$ cat src/shared/tsa_pkg.sv
// Purpose: shared constants and types for the touch sense acquisition block
// Assumes: 8 analog groups of 4 pins, registers on AHB-Lite, 100 MHz clock
// Notes: offsets are byte addresses of aligned 32-bit words
package tsa_pkg;
  // geometry
  localparam int NUM_GRP = 8;
  localparam int PIN_PER_GRP = 4;
  localparam int NUM_PIN = 32;
  localparam int CNT_W = 14;
  // register offsets
  localparam logic [7:0] OFF_CTRL = 8'h00;
  localparam logic [7:0] OFF_IEN = 8'h04;
  localparam logic [7:0] OFF_ICLR = 8'h08;
  localparam logic [7:0] OFF_ISTAT = 8'h0c;
  localparam logic [7:0] OFF_HYST = 8'h10;
  localparam logic [7:0] OFF_ASW = 8'h14;
  localparam logic [7:0] OFF_SCAP = 8'h18;
  localparam logic [7:0] OFF_CHAN = 8'h1c;
  localparam logic [7:0] OFF_GCS = 8'h20;
  localparam logic [7:0] OFF_GCNT0 = 8'h24;
  // control register fields
  localparam int CTRL_EN = 0;
  localparam int CTRL_START = 1;
  localparam int CTRL_MODE = 2;
  localparam int CTRL_SPOL = 3;
  localparam int CTRL_IO_DEFAULT_MODE = 4;
  localparam int CTRL_MCV_LSB = 5;
  localparam logic [31:0] CTRL_MASK = 32'hffff_f0ff;
  // flag positions, shared by enable, clear and status registers
  localparam int FLG_EOA = 0;
  localparam int FLG_MCE = 1;
  localparam int GCS_DONE_LSB = 16;
  // reset values
  localparam logic [31:0] CTRL_RST = 32'h0000_0000;
  localparam logic [1:0] IEN_RST = 2'h0;
  localparam logic [31:0] HYST_RST = 32'hffff_ffff;
  localparam logic [31:0] ASW_RST = 32'h0000_0000;
  localparam logic [31:0] SEL_RST = 32'h0000_0000;
  localparam logic [7:0] GEN_RST = 8'h00;
  // pulse limits selected by max_count_value, the last code is reserved
  localparam logic [CNT_W-1:0] MCV_LIMIT [0:7] = '{14'h00ff, 14'h01ff, 14'h03ff, 14'h07ff,
                                                  14'h0fff, 14'h1fff, 14'h3fff, 14'h3fff};
  // timing
  localparam int CLK_NS = 10;
  localparam int CHARGE_NS = 500;
  localparam int XFER_NS = 500;
  localparam int DISCH_NS = 1000;
  localparam int DEAD_CYC = 2;
  localparam int CHARGE_CYC = (CHARGE_NS + CLK_NS - 1) / CLK_NS;
  localparam int XFER_CYC = (XFER_NS + CLK_NS - 1) / CLK_NS;
  localparam int DISCH_CYC = (DISCH_NS + CLK_NS - 1) / CLK_NS;
  localparam int PH_W = 8;
  // acquisition sequencer states
  typedef enum logic [2:0] {
    ST_IDLE, ST_ARMED, ST_DISCH, ST_CHARGE, ST_DEAD1, ST_XFER, ST_DEAD2, ST_MEASURE
  } tsa_state_t;
  // drive of one pad
  typedef struct packed {
    logic own;
    logic out;
    logic oe;
    logic sw;
    logic hyst;
  } tsa_pin_t;
endpackage

$ cat src/hdl/tsa_core.sv
// Purpose: touch sense acquisition sequencer, pad control and AHB-Lite registers
// Assumes: pad levels and the sync pin arrive asynchronously; low-power request is on clk
// Notes: pulse timing is fixed; group counters are visible after each acquisition
`timescale 1ns/1ps
`default_nettype none

// Function
// - idle: all pins default; acquiring: unused default
// - default: push-pull low or input floating
// - pin neither electrode nor capacitor is unused
// - several channels per group acquire together
// - selected pins' analog switch driven during acquisition
// - normal mode starts on start bit
// - synchronized mode waits for trigger pin
// - only enabled groups count and decide end
// - disabled groups' channels still pulsed
// - threshold crossing sets group done bit
// - all enabled done sets end flag, irq
// - max count stops, sets both flags
// - unfinished groups stay not done after error
// - clear register bits clear matching flags
// - counters cleared at start, loaded at end
// - enabled controller overrides hysteresis and switch
// - sleep harmless, interrupt wakes system
// - stop or standby freezes registers and operation
// - max count encoding selects pulse limit
// - hardware clears start; software clear cancels
// - polarity: falling edge or high level
module tsa_core (
  input wire logic clk,
  input wire logic rst,
  input wire logic hsel,
  input wire logic [31:0] haddr,
  input wire logic [1:0] htrans,
  input wire logic hwrite,
  input wire logic [2:0] hsize,
  input wire logic [31:0] hwdata,
  input wire logic hready,
  output logic hreadyout,
  output logic hresp,
  output logic [31:0] hrdata,
  input wire logic [31:0] pad_in,
  input wire logic sync_pin,
  input wire logic lp_freeze,
  output tsa_pkg::tsa_pin_t [31:0] pad,
  output logic acq_busy,
  output logic irq
);

  // bus address phase capture
  logic wr_pend;
  logic [7:0] wr_addr;
  wire addr_phase = hsel & hready & htrans[1];
  wire [7:0] rd_addr = haddr[7:0];

  // software registers
  logic [31:0] ctrl;
  logic [1:0] ien;
  logic [31:0] hyst;
  logic [31:0] asw;
  logic [31:0] scap;
  logic [31:0] chan;
  logic [7:0] gen;
  logic eoa_flag;
  logic mce_flag;

  // sequencer state
  tsa_pkg::tsa_state_t state;
  logic [tsa_pkg::PH_W-1:0] ph_cnt;
  logic [7:0] done;
  logic [tsa_pkg::CNT_W-1:0] live [0:7];
  logic [tsa_pkg::CNT_W-1:0] gcnt [0:7];

  // synchronisers
  logic [31:0] pad_s1;
  logic [31:0] pad_s2;
  logic sync_s1;
  logic sync_s2;
  logic sync_s3;

  // control fields
  wire en = ctrl[tsa_pkg::CTRL_EN];
  wire start = ctrl[tsa_pkg::CTRL_START];
  wire sync_mode = ctrl[tsa_pkg::CTRL_MODE];
  wire spol = ctrl[tsa_pkg::CTRL_SPOL];
  wire io_default_mode = ctrl[tsa_pkg::CTRL_IO_DEFAULT_MODE];
  wire [2:0] max_count_value = ctrl[tsa_pkg::CTRL_MCV_LSB +: 3];
  wire [tsa_pkg::CNT_W-1:0] limit = tsa_pkg::MCV_LIMIT[max_count_value];

  // write strobes, all blocked while frozen
  wire wr_ok = wr_pend & ~lp_freeze;
  wire wr_ctrl = wr_ok & (wr_addr == tsa_pkg::OFF_CTRL);
  wire wr_ien = wr_ok & (wr_addr == tsa_pkg::OFF_IEN);
  wire wr_iclr = wr_ok & (wr_addr == tsa_pkg::OFF_ICLR);
  wire wr_hyst = wr_ok & (wr_addr == tsa_pkg::OFF_HYST);
  wire wr_asw = wr_ok & (wr_addr == tsa_pkg::OFF_ASW);
  wire wr_scap = wr_ok & (wr_addr == tsa_pkg::OFF_SCAP);
  wire wr_chan = wr_ok & (wr_addr == tsa_pkg::OFF_CHAN);
  wire wr_gcs = wr_ok & (wr_addr == tsa_pkg::OFF_GCS);
  wire clr_eoa = wr_iclr & hwdata[tsa_pkg::FLG_EOA];
  wire clr_mce = wr_iclr & hwdata[tsa_pkg::FLG_MCE];

  // sequencer decode
  wire run = ~lp_freeze;
  wire acq_on = (state != tsa_pkg::ST_IDLE) && (state != tsa_pkg::ST_ARMED);
  wire abort = (state != tsa_pkg::ST_IDLE) & (~start | ~en);
  wire trig = spol ? sync_s2 : (sync_s3 & ~sync_s2);
  // go marks the real start: straight from idle in normal mode, on the trigger when armed
  wire go = ~abort & (((state == tsa_pkg::ST_IDLE) & en & start & ~sync_mode) |
                      ((state == tsa_pkg::ST_ARMED) & trig));
  wire ph_last = (ph_cnt == '0);
  wire measure = run & ~abort & (state == tsa_pkg::ST_MEASURE);

  // per group threshold, pulse count and error decode
  logic [7:0] hit;
  logic [7:0] next_done;
  logic [7:0] over;
  wire err = measure & (|over);
  wire all_done = &(next_done | ~gen);
  wire acq_end = measure & (err | all_done);
  genvar g;
  generate
    for (g = 0; g < tsa_pkg::NUM_GRP; g++) begin : grp
      wire [tsa_pkg::CNT_W-1:0] inc = live[g] + 14'h0001;
      assign hit[g] = |(pad_s2[g*4 +: 4] & scap[g*4 +: 4]);
      assign next_done[g] = done[g] | (gen[g] & hit[g]);
      assign over[g] = gen[g] & ~next_done[g] & (inc >= limit);
      always_ff @(posedge clk) begin
        if (rst) begin
          live[g] <= '0;
          gcnt[g] <= '0;
        end else if (run) begin
          if (go) begin
            live[g] <= '0;
            gcnt[g] <= '0;
          end else if (measure && gen[g] && !done[g]) begin
            live[g] <= inc;
          end
          if (acq_end) begin
            gcnt[g] <= (gen[g] && !done[g]) ? inc : live[g];
          end
        end
      end
    end
  endgenerate

  // read multiplexer; unmapped words read zero
  wire [3:0] cidx = 4'(rd_addr[5:2] - 4'h9);
  wire is_cnt = (rd_addr >= tsa_pkg::OFF_GCNT0) && (rd_addr < 8'h44) && (rd_addr[1:0] == 2'h0);
  wire [31:0] gcs_val = {8'h00, done, 8'h00, gen};
  wire [31:0] isr_val = {30'h0, mce_flag, eoa_flag};
  wire [31:0] rd_val =
    (rd_addr == tsa_pkg::OFF_CTRL) ? ctrl :
    (rd_addr == tsa_pkg::OFF_IEN) ? {30'h0, ien} :
    (rd_addr == tsa_pkg::OFF_ISTAT) ? isr_val :
    (rd_addr == tsa_pkg::OFF_HYST) ? hyst :
    (rd_addr == tsa_pkg::OFF_ASW) ? asw :
    (rd_addr == tsa_pkg::OFF_SCAP) ? scap :
    (rd_addr == tsa_pkg::OFF_CHAN) ? chan :
    (rd_addr == tsa_pkg::OFF_GCS) ? gcs_val :
    is_cnt ? {18'h0, gcnt[cidx[2:0]]} : 32'h0000_0000;

  // bus capture and read data
  always_ff @(posedge clk) begin
    if (rst) begin
      wr_pend <= 1'b0;
      wr_addr <= 8'h00;
      hrdata <= 32'h0000_0000;
    end else begin
      wr_pend <= addr_phase & hwrite;
      if (addr_phase) begin
        wr_addr <= haddr[7:0];
      end
      if (addr_phase && !hwrite) begin
        hrdata <= rd_val;
      end
    end
  end

  // bus answers at once and always okay
  assign hreadyout = 1'b1;
  assign hresp = 1'b0;

  // control register; hardware drops start at the end of an acquisition
  always_ff @(posedge clk) begin
    if (rst) begin
      ctrl <= tsa_pkg::CTRL_RST;
    end else if (wr_ctrl) begin
      ctrl <= hwdata & tsa_pkg::CTRL_MASK;
    end else if (acq_end) begin
      ctrl[tsa_pkg::CTRL_START] <= 1'b0;
    end
  end

  // configuration registers
  always_ff @(posedge clk) begin
    if (rst) begin
      ien <= tsa_pkg::IEN_RST;
      hyst <= tsa_pkg::HYST_RST;
      asw <= tsa_pkg::ASW_RST;
      scap <= tsa_pkg::SEL_RST;
      chan <= tsa_pkg::SEL_RST;
      gen <= tsa_pkg::GEN_RST;
    end else begin
      if (wr_ien) ien <= hwdata[1:0];
      if (wr_hyst) hyst <= hwdata;
      if (wr_asw) asw <= hwdata;
      if (wr_scap) scap <= hwdata;
      if (wr_chan) chan <= hwdata;
      if (wr_gcs) gen <= hwdata[7:0];
    end
  end

  // interrupt flags; a setting event wins over a clear in the same cycle
  always_ff @(posedge clk) begin
    if (rst) begin
      eoa_flag <= 1'b0;
      mce_flag <= 1'b0;
    end else begin
      if (acq_end) begin
        eoa_flag <= 1'b1;
      end else if (clr_eoa) begin
        eoa_flag <= 1'b0;
      end
      if (err) begin
        mce_flag <= 1'b1;
      end else if (clr_mce) begin
        mce_flag <= 1'b0;
      end
    end
  end

  // interrupt request stays a level so it can wake the core from sleep
  always_ff @(posedge clk) begin
    if (rst) begin
      irq <= 1'b0;
    end else if (run) begin
      irq <= (eoa_flag & ien[tsa_pkg::FLG_EOA]) | (mce_flag & ien[tsa_pkg::FLG_MCE]);
    end
  end

  // sequencer: discharge, then charge / dead / transfer / dead / measure per pulse
  always_ff @(posedge clk) begin
    if (rst) begin
      state <= tsa_pkg::ST_IDLE;
      ph_cnt <= '0;
      done <= 8'h00;
    end else if (run) begin
      if (abort) begin
        state <= tsa_pkg::ST_IDLE;
      end else begin
        unique case (state)
          tsa_pkg::ST_IDLE: begin
            if (en && start) begin
              done <= 8'h00;
              state <= sync_mode ? tsa_pkg::ST_ARMED : tsa_pkg::ST_DISCH;
              ph_cnt <= tsa_pkg::PH_W'(tsa_pkg::DISCH_CYC - 1);
            end
          end
          tsa_pkg::ST_ARMED: begin
            if (trig) begin
              state <= tsa_pkg::ST_DISCH;
              ph_cnt <= tsa_pkg::PH_W'(tsa_pkg::DISCH_CYC - 1);
            end
          end
          tsa_pkg::ST_DISCH: begin
            ph_cnt <= ph_cnt - 8'h01;
            if (ph_last) begin
              state <= tsa_pkg::ST_CHARGE;
              ph_cnt <= tsa_pkg::PH_W'(tsa_pkg::CHARGE_CYC - 1);
            end
          end
          tsa_pkg::ST_CHARGE: begin
            ph_cnt <= ph_cnt - 8'h01;
            if (ph_last) begin
              state <= tsa_pkg::ST_DEAD1;
              ph_cnt <= tsa_pkg::PH_W'(tsa_pkg::DEAD_CYC - 1);
            end
          end
          tsa_pkg::ST_DEAD1: begin
            ph_cnt <= ph_cnt - 8'h01;
            if (ph_last) begin
              state <= tsa_pkg::ST_XFER;
              ph_cnt <= tsa_pkg::PH_W'(tsa_pkg::XFER_CYC - 1);
            end
          end
          tsa_pkg::ST_XFER: begin
            ph_cnt <= ph_cnt - 8'h01;
            if (ph_last) begin
              state <= tsa_pkg::ST_DEAD2;
              ph_cnt <= tsa_pkg::PH_W'(tsa_pkg::DEAD_CYC - 1);
            end
          end
          tsa_pkg::ST_DEAD2: begin
            ph_cnt <= ph_cnt - 8'h01;
            if (ph_last) begin
              state <= tsa_pkg::ST_MEASURE;
            end
          end
          tsa_pkg::ST_MEASURE: begin
            // an error leaves unfinished groups not done
            done <= next_done;
            ph_cnt <= tsa_pkg::PH_W'(tsa_pkg::CHARGE_CYC - 1);
            state <= acq_end ? tsa_pkg::ST_IDLE : tsa_pkg::ST_CHARGE;
          end
        endcase
      end
    end
  end

  // synchronisers for pad levels and the trigger pin
  always_ff @(posedge clk) begin
    if (rst) begin
      pad_s1 <= 32'h0000_0000;
      pad_s2 <= 32'h0000_0000;
      sync_s1 <= 1'b0;
      sync_s2 <= 1'b0;
      sync_s3 <= 1'b0;
    end else begin
      pad_s1 <= pad_in;
      pad_s2 <= pad_s1;
      sync_s1 <= sync_pin;
      sync_s2 <= sync_s1;
      sync_s3 <= sync_s2;
    end
  end

  // busy flag for the system
  always_ff @(posedge clk) begin
    if (rst) begin
      acq_busy <= 1'b0;
    end else if (run) begin
      acq_busy <= acq_on & ~abort;
    end
  end

  // pad drive per pin
  wire ph_disch = (state == tsa_pkg::ST_DISCH);
  wire ph_charge = (state == tsa_pkg::ST_CHARGE);
  wire ph_xfer = (state == tsa_pkg::ST_XFER);
  genvar p;
  generate
    for (p = 0; p < tsa_pkg::NUM_PIN; p++) begin : pin
      wire is_cap = scap[p];
      wire is_ch = chan[p];
      wire used = is_cap | is_ch;
      wire act = acq_on & used;
      wire d_oe = act ? ((is_cap & ph_disch) | (is_ch & ph_charge)) : ~io_default_mode;
      wire d_out = act & is_ch & ph_charge;
      wire d_sw = act ? (ph_disch | ph_xfer) : asw[p];
      always_ff @(posedge clk) begin
        if (rst) begin
          pad[p] <= '0;
        end else if (run) begin
          pad[p].own <= en;
          pad[p].oe <= en & d_oe;
          pad[p].out <= en & d_out;
          pad[p].sw <= en & d_sw;
          pad[p].hyst <= en ? hyst[p] : 1'b1;
        end
      end
    end
  endgenerate

endmodule

`default_nettype wire

$ cat config.mk
export PLATFORM = sky130hd
export DESIGN_NAME = tsa_core
export DESIGN_NICKNAME = d
export VERILOG_FILES = /design/src/shared/tsa_pkg.sv /design/src/hdl/tsa_core.sv
export SDC_FILE = /design/constraint.sdc
export NUM_CORES = 2
export LEC_CHECK = 0
export ABC_CLOCK_PERIOD_IN_PS = 15500
export BUFFER_PORTS_ARGS = -buffer_cell sky130_fd_sc_hd__buf_4
export CORE_MARGIN = 2
export CORE_UTILIZATION = 36
export CTS_CLUSTER_DIAMETER = 100
export DETAILED_ROUTE_END_ITERATION = 16
export MAX_ROUTING_LAYER = met4
export PLACE_DENSITY = 0.62
export SLEW_MARGIN = 20
export SYNTH_ARGS = -nofsm -noshare
export SYNTH_HDL_FRONTEND = slang
export SYNTH_SLANG_ARGS = --single-unit
$ cat constraint.sdc
create_clock -name clk -period 15.5 [get_ports clk]
set_clock_uncertainty 0.15 [all_clocks]
set_input_delay 1.55 -clock clk [delete_from_list [all_inputs] [get_ports clk]]
set_output_delay 1.55 -clock clk [all_outputs]
set_load 0.01 [all_outputs]
==> results.py <==
metrics = {
    "synthesis": {
        "yosys.area.top_type": "dfxtp_1",
        "ys_seq_area_share_pct": 48.4,
        "synthAdderAreaFrac_pct": 2.82,
        "syn_nets": 3583,
        "synthArstFlopShare_pct": 0,
        "synth_top_area_share_pct": 27.0,
        "synth.distinct_cells": 77,
        "synth_simple_gate_area_share_pct": 20.6,
        "synth_compound_area_share_pct": 14.3,
        "netlist_area_um2": 31500,
        "syn_avg_cell_area_um2": 9.27,
        "synth-xor-area-share_pct": 5.64,
        "synth-main-ff-cell": "dfxtp_1",
        "yosys_warnings": 0,
        "synthMuxAreaShare_pct": 3.93,
        "ys_top_cells_by_area": "dfxtp_1 (27%), edfxtp_1 (21%), nand2_1 (6.4%)",
        "netlist_instances": 3404,
        "ys_ff_latch": 650,
        "synth_edf_count": 224,
        "synth_top_family_by_area": "simple AND/OR/NAND/NOR gates",
    },
    "setup_path": {
        "cp-startpoint": "live[1][28]",
        "cp.arrival_ps": 6110,
        "reg2reg_depth": 17,
        "timing.rr.end": "gcnt[1][13]",
        "r2r_setup_slack_ps": 9510,
        "cp-start-kind": "flop",
        "crit_family": "simple AND/OR/NAND/NOR gates",
        "criticalPathCategory": "reg -> reg",
        "critPathCaptureType": "flop",
        "critPathBufInv": 1,
        "cp_common_cell": "and3_1",
        "crit_end": "gcnt[1][13]",
        "crit_slowest_cell": "o21ai_0",
        "cp.required_ps": 15620,
        "critPathMaxFanout": 56,
        "cp_cell_sequence": "ha_1 > and3_1 > and3_1 > and3_1 > and3_1 > nand3_1 > xnor2_1 > ha_1 > a21oi_1 > nand2_1 > a211o_1 > a32o_1 > nor4_1 > nand4b_2 > o21ai_0 > nand2_4 > buf_4",
        "r2r_start": "live[1][28]",
        "crit_path_max_incr_delay_ps": 710,
        "path_depth": 17,
    },
    "clock_tree": {
        "cts_inserted_buffers": 75,
        "holdBufCountCts": 0,
        "path_clk_slew_ps": 60,
        "htree_levels": 3,
        "clockRootBuffer": "clkbuf_16",
        "clock_tree.buffer_depth": 3,
        "insertion_delay_ps": 640,
        "cts_resized": 0,
        "cts_tree": "done",
        "cts_setup_buffers": 0,
        "clkSinkCount": 650,
    },
    "grt": {
        "grt_use_total_pct": 22.7,
        "grt_pass1_vias": 23900,
        "grt.overflow.total": 0,
        "grt_pass1_wl_um": 152000,
        "grt_max_degree": 163,
        "antenna_found_initial": 6,
    },
    "drt": {
        "first_iter_violations": 2758,
        "final_antenna_net_count": 0,
        "vias": 25900,
        "vias_per_cell": 5.46,
        "wirelength_um": 102000,
        "drt-pass1-iter-count": 6,
        "drc": 0,
        "wire_per_inst_um": 21.5,
    },
    "power": {
        "powerDensity_nw_per_um2": 104,
        "pwr-share-comb_pct": 5.9,
        "p_sw_share_pct": 24.2,
        "power_mw": 3.81,
        "pwr-share-clk_pct": 45.6,
        "peakVddDrop_mv": 0.0832,
        "switchingPower_uw": 921,
        "pwr-share-seq_pct": 48.5,
        "internal-power_mw": 2.89,
        "p_leak_nw": 12.9,
    },
    "placed_design": {
        "globalplace.congestion": 0.919,
        "post-dp-hpwl_um": 70300,
        "dp.cells": 4613,
        "port_buffers": 273,
    },
    "sta": {
        "max_clock_freq_mhz": 167,
        "hold_violations": 0,
        "fin_crit_sh_pct": 38.7,
        "fin_tns_setup_ps": 0,
        "worstMarginPinSlew_ps": 1220,
        "slew_headroom_pct": 18.5,
        "timing.hold.ws_ps": 282,
        "grt_setup_unrepaired": "no",
        "final_max_slew_viol_count": 0,
        "setup_viol": 0,
        "min_period_ps": 5990,
    },
    "floorplan": {
        "core_um2": 86800,
        "num_io_pins": 304,
        "rows": 108,
        "die_y_um": 300,
        "dieArea_um2": 90000,
        "fp.dieW_um": 300,
        "initial_core_util_pct": 36.4,
    },
    "cells_and_area": {
        "final_cells": 4751,
        "layout.nets": 3715,
        "final_common_cell": "nand2_1",
        "layout-drive-gt1-share_pct": 15.7,
        "syn2layout_area_growth_pct": 16.2,
        "final_cell_mix": "nand2_1 (538), dfxtp_1 (423), nor2_1 (360)",
    },
    "worst_hold_path": {
        "min_path_type": "reg -> reg",
    },
    "flow_run": {
        "drv_cap": 0,
    },
    "outcome": {
        "status": "finished, final reports clean",
    },
}
## worst register-to-register path, delay by kind of cell, from the launching register on
family                     cells  cell delay (ps)
AOI/OAI and AO/OA              4             1480
xor gates and xnor gates       1              230
and+or+nand+nor                9             2280
DFF                            1              400
buffers and inverters          1              520
adders and majority gates      2              550
## through the flow
| stage | setup WS, ps | instance area (um^2) | utilization, % |
|---|---|---|---|
| 2_1_floorplan | 9340 | 31500 | - |
| 3_3_place_gp | 9620 | 34200 | 39.4 |
| 3_5_place_dp | 9600 | 34200 | 39.4 |
| 4_1_cts | 9570 | 36600 | 42.2 |
| 5_1_grt | 9090 | 36600 | 42.2 |
| 6_report | 9510 | 36600 | 42.2 |
## sequential cells by signal, summed over array words and instances, names as in the netlist, 28 cells and up
| name | flops |
|---|---|
| asw | 32 |
| chan | 32 |
| ctrl | 28 |
| gcnt | 112 |
| hrdata | 32 |
| hyst | 32 |
| live | 112 |
| pad | 129 |
| pad_s1 | 32 |
| pad_s2 | 32 |
| scap | 32 |
## metal layers
layer / track usage (%) / vias up / part of all wire [%]
met5: - / - / 0
met4: 7.50 / 0 / 3.5
met3: 3.97 / 197 / 9.1
met2: 34.8 / 1153 / 45
met1: 30.3 / 12400 / 42
li1: - / 12200 / -
## synth_stat cells, types with 9 or more instances
library cell  count
nor3_1           29
nand4_1          27
mux2_2           15
a21o_1           11
xor2_1          113
buf_2            27
buf_1            18
mux4_2           28
nor2_1          364
nor4_1            9
clkbuf_1        175
ha_1             71
buf_4            33
edfxtp_1        224
xnor2_1          90
nor2b_1         132
o22ai_1          32
nand2_1         541
nand3_1          97
and3_1           47
inv_1            24
mux2i_1          44
a221oi_1         20
o21ai_0         161
dfxtp_1         426
o211ai_1         43
nand2b_1         13
nor2_4           69
a22oi_1          92
a31oi_1          28
a21oi_1         282
## layout make-up
cell class	count	area, um^2
Antenna cell	4	10.0
Clock buffer	103	2020
Clock inverter	30	372
Fill cell	8495	50100
Inverter	25	93.8
Multi-Input combinational cell	2467	15000
Sequential cell	650	15300
Tap cell	1155	1450
Timing Repair Buffer	317	2420
## power groups by stage
stage	logic, mW	clock network, mW	registers (mW)
2_1_floorplan	0.139	0	1.87
3_3_place_gp	0.222	0	1.88
3_5_place_dp	0.222	0	1.88
4_1_cts	0.224	1.77	1.85
5_1_grt	0.242	1.83	1.85
6_report	0.225	1.74	1.85
## logic make-up (layout without fill, tap and decap cells)
kind of cell             after synthesis  after routing
XOR/XNOR                             203            203
other                                  2              6
multiplexers                          87             87
flip-flops                           650            650
AO/OA/AOI/OAI                        741            741
adder cells (fa/ha/maj)               71             71
AND/OR/NAND/NOR                     1363           1363
buffers and inverters                287            475
## how the worst min path moves through the flow
stage                          start    endpoint  slack, ps  depth (start not counted)
after global routing       pad_s1[9]   pad_s2[9]        300                          1
after detailed placement   pad_s1[1]   pad_s2[1]        270                          1
after global placement    pad_s1[15]  pad_s2[15]        270                          1
after CTS                  pad_s1[1]   pad_s2[1]        280                          1
final                      pad_s1[9]   pad_s2[9]        280                          1
after floorplan            pad_s1[0]   pad_s2[0]        260                          1
(Power assumes the default switching activity.)
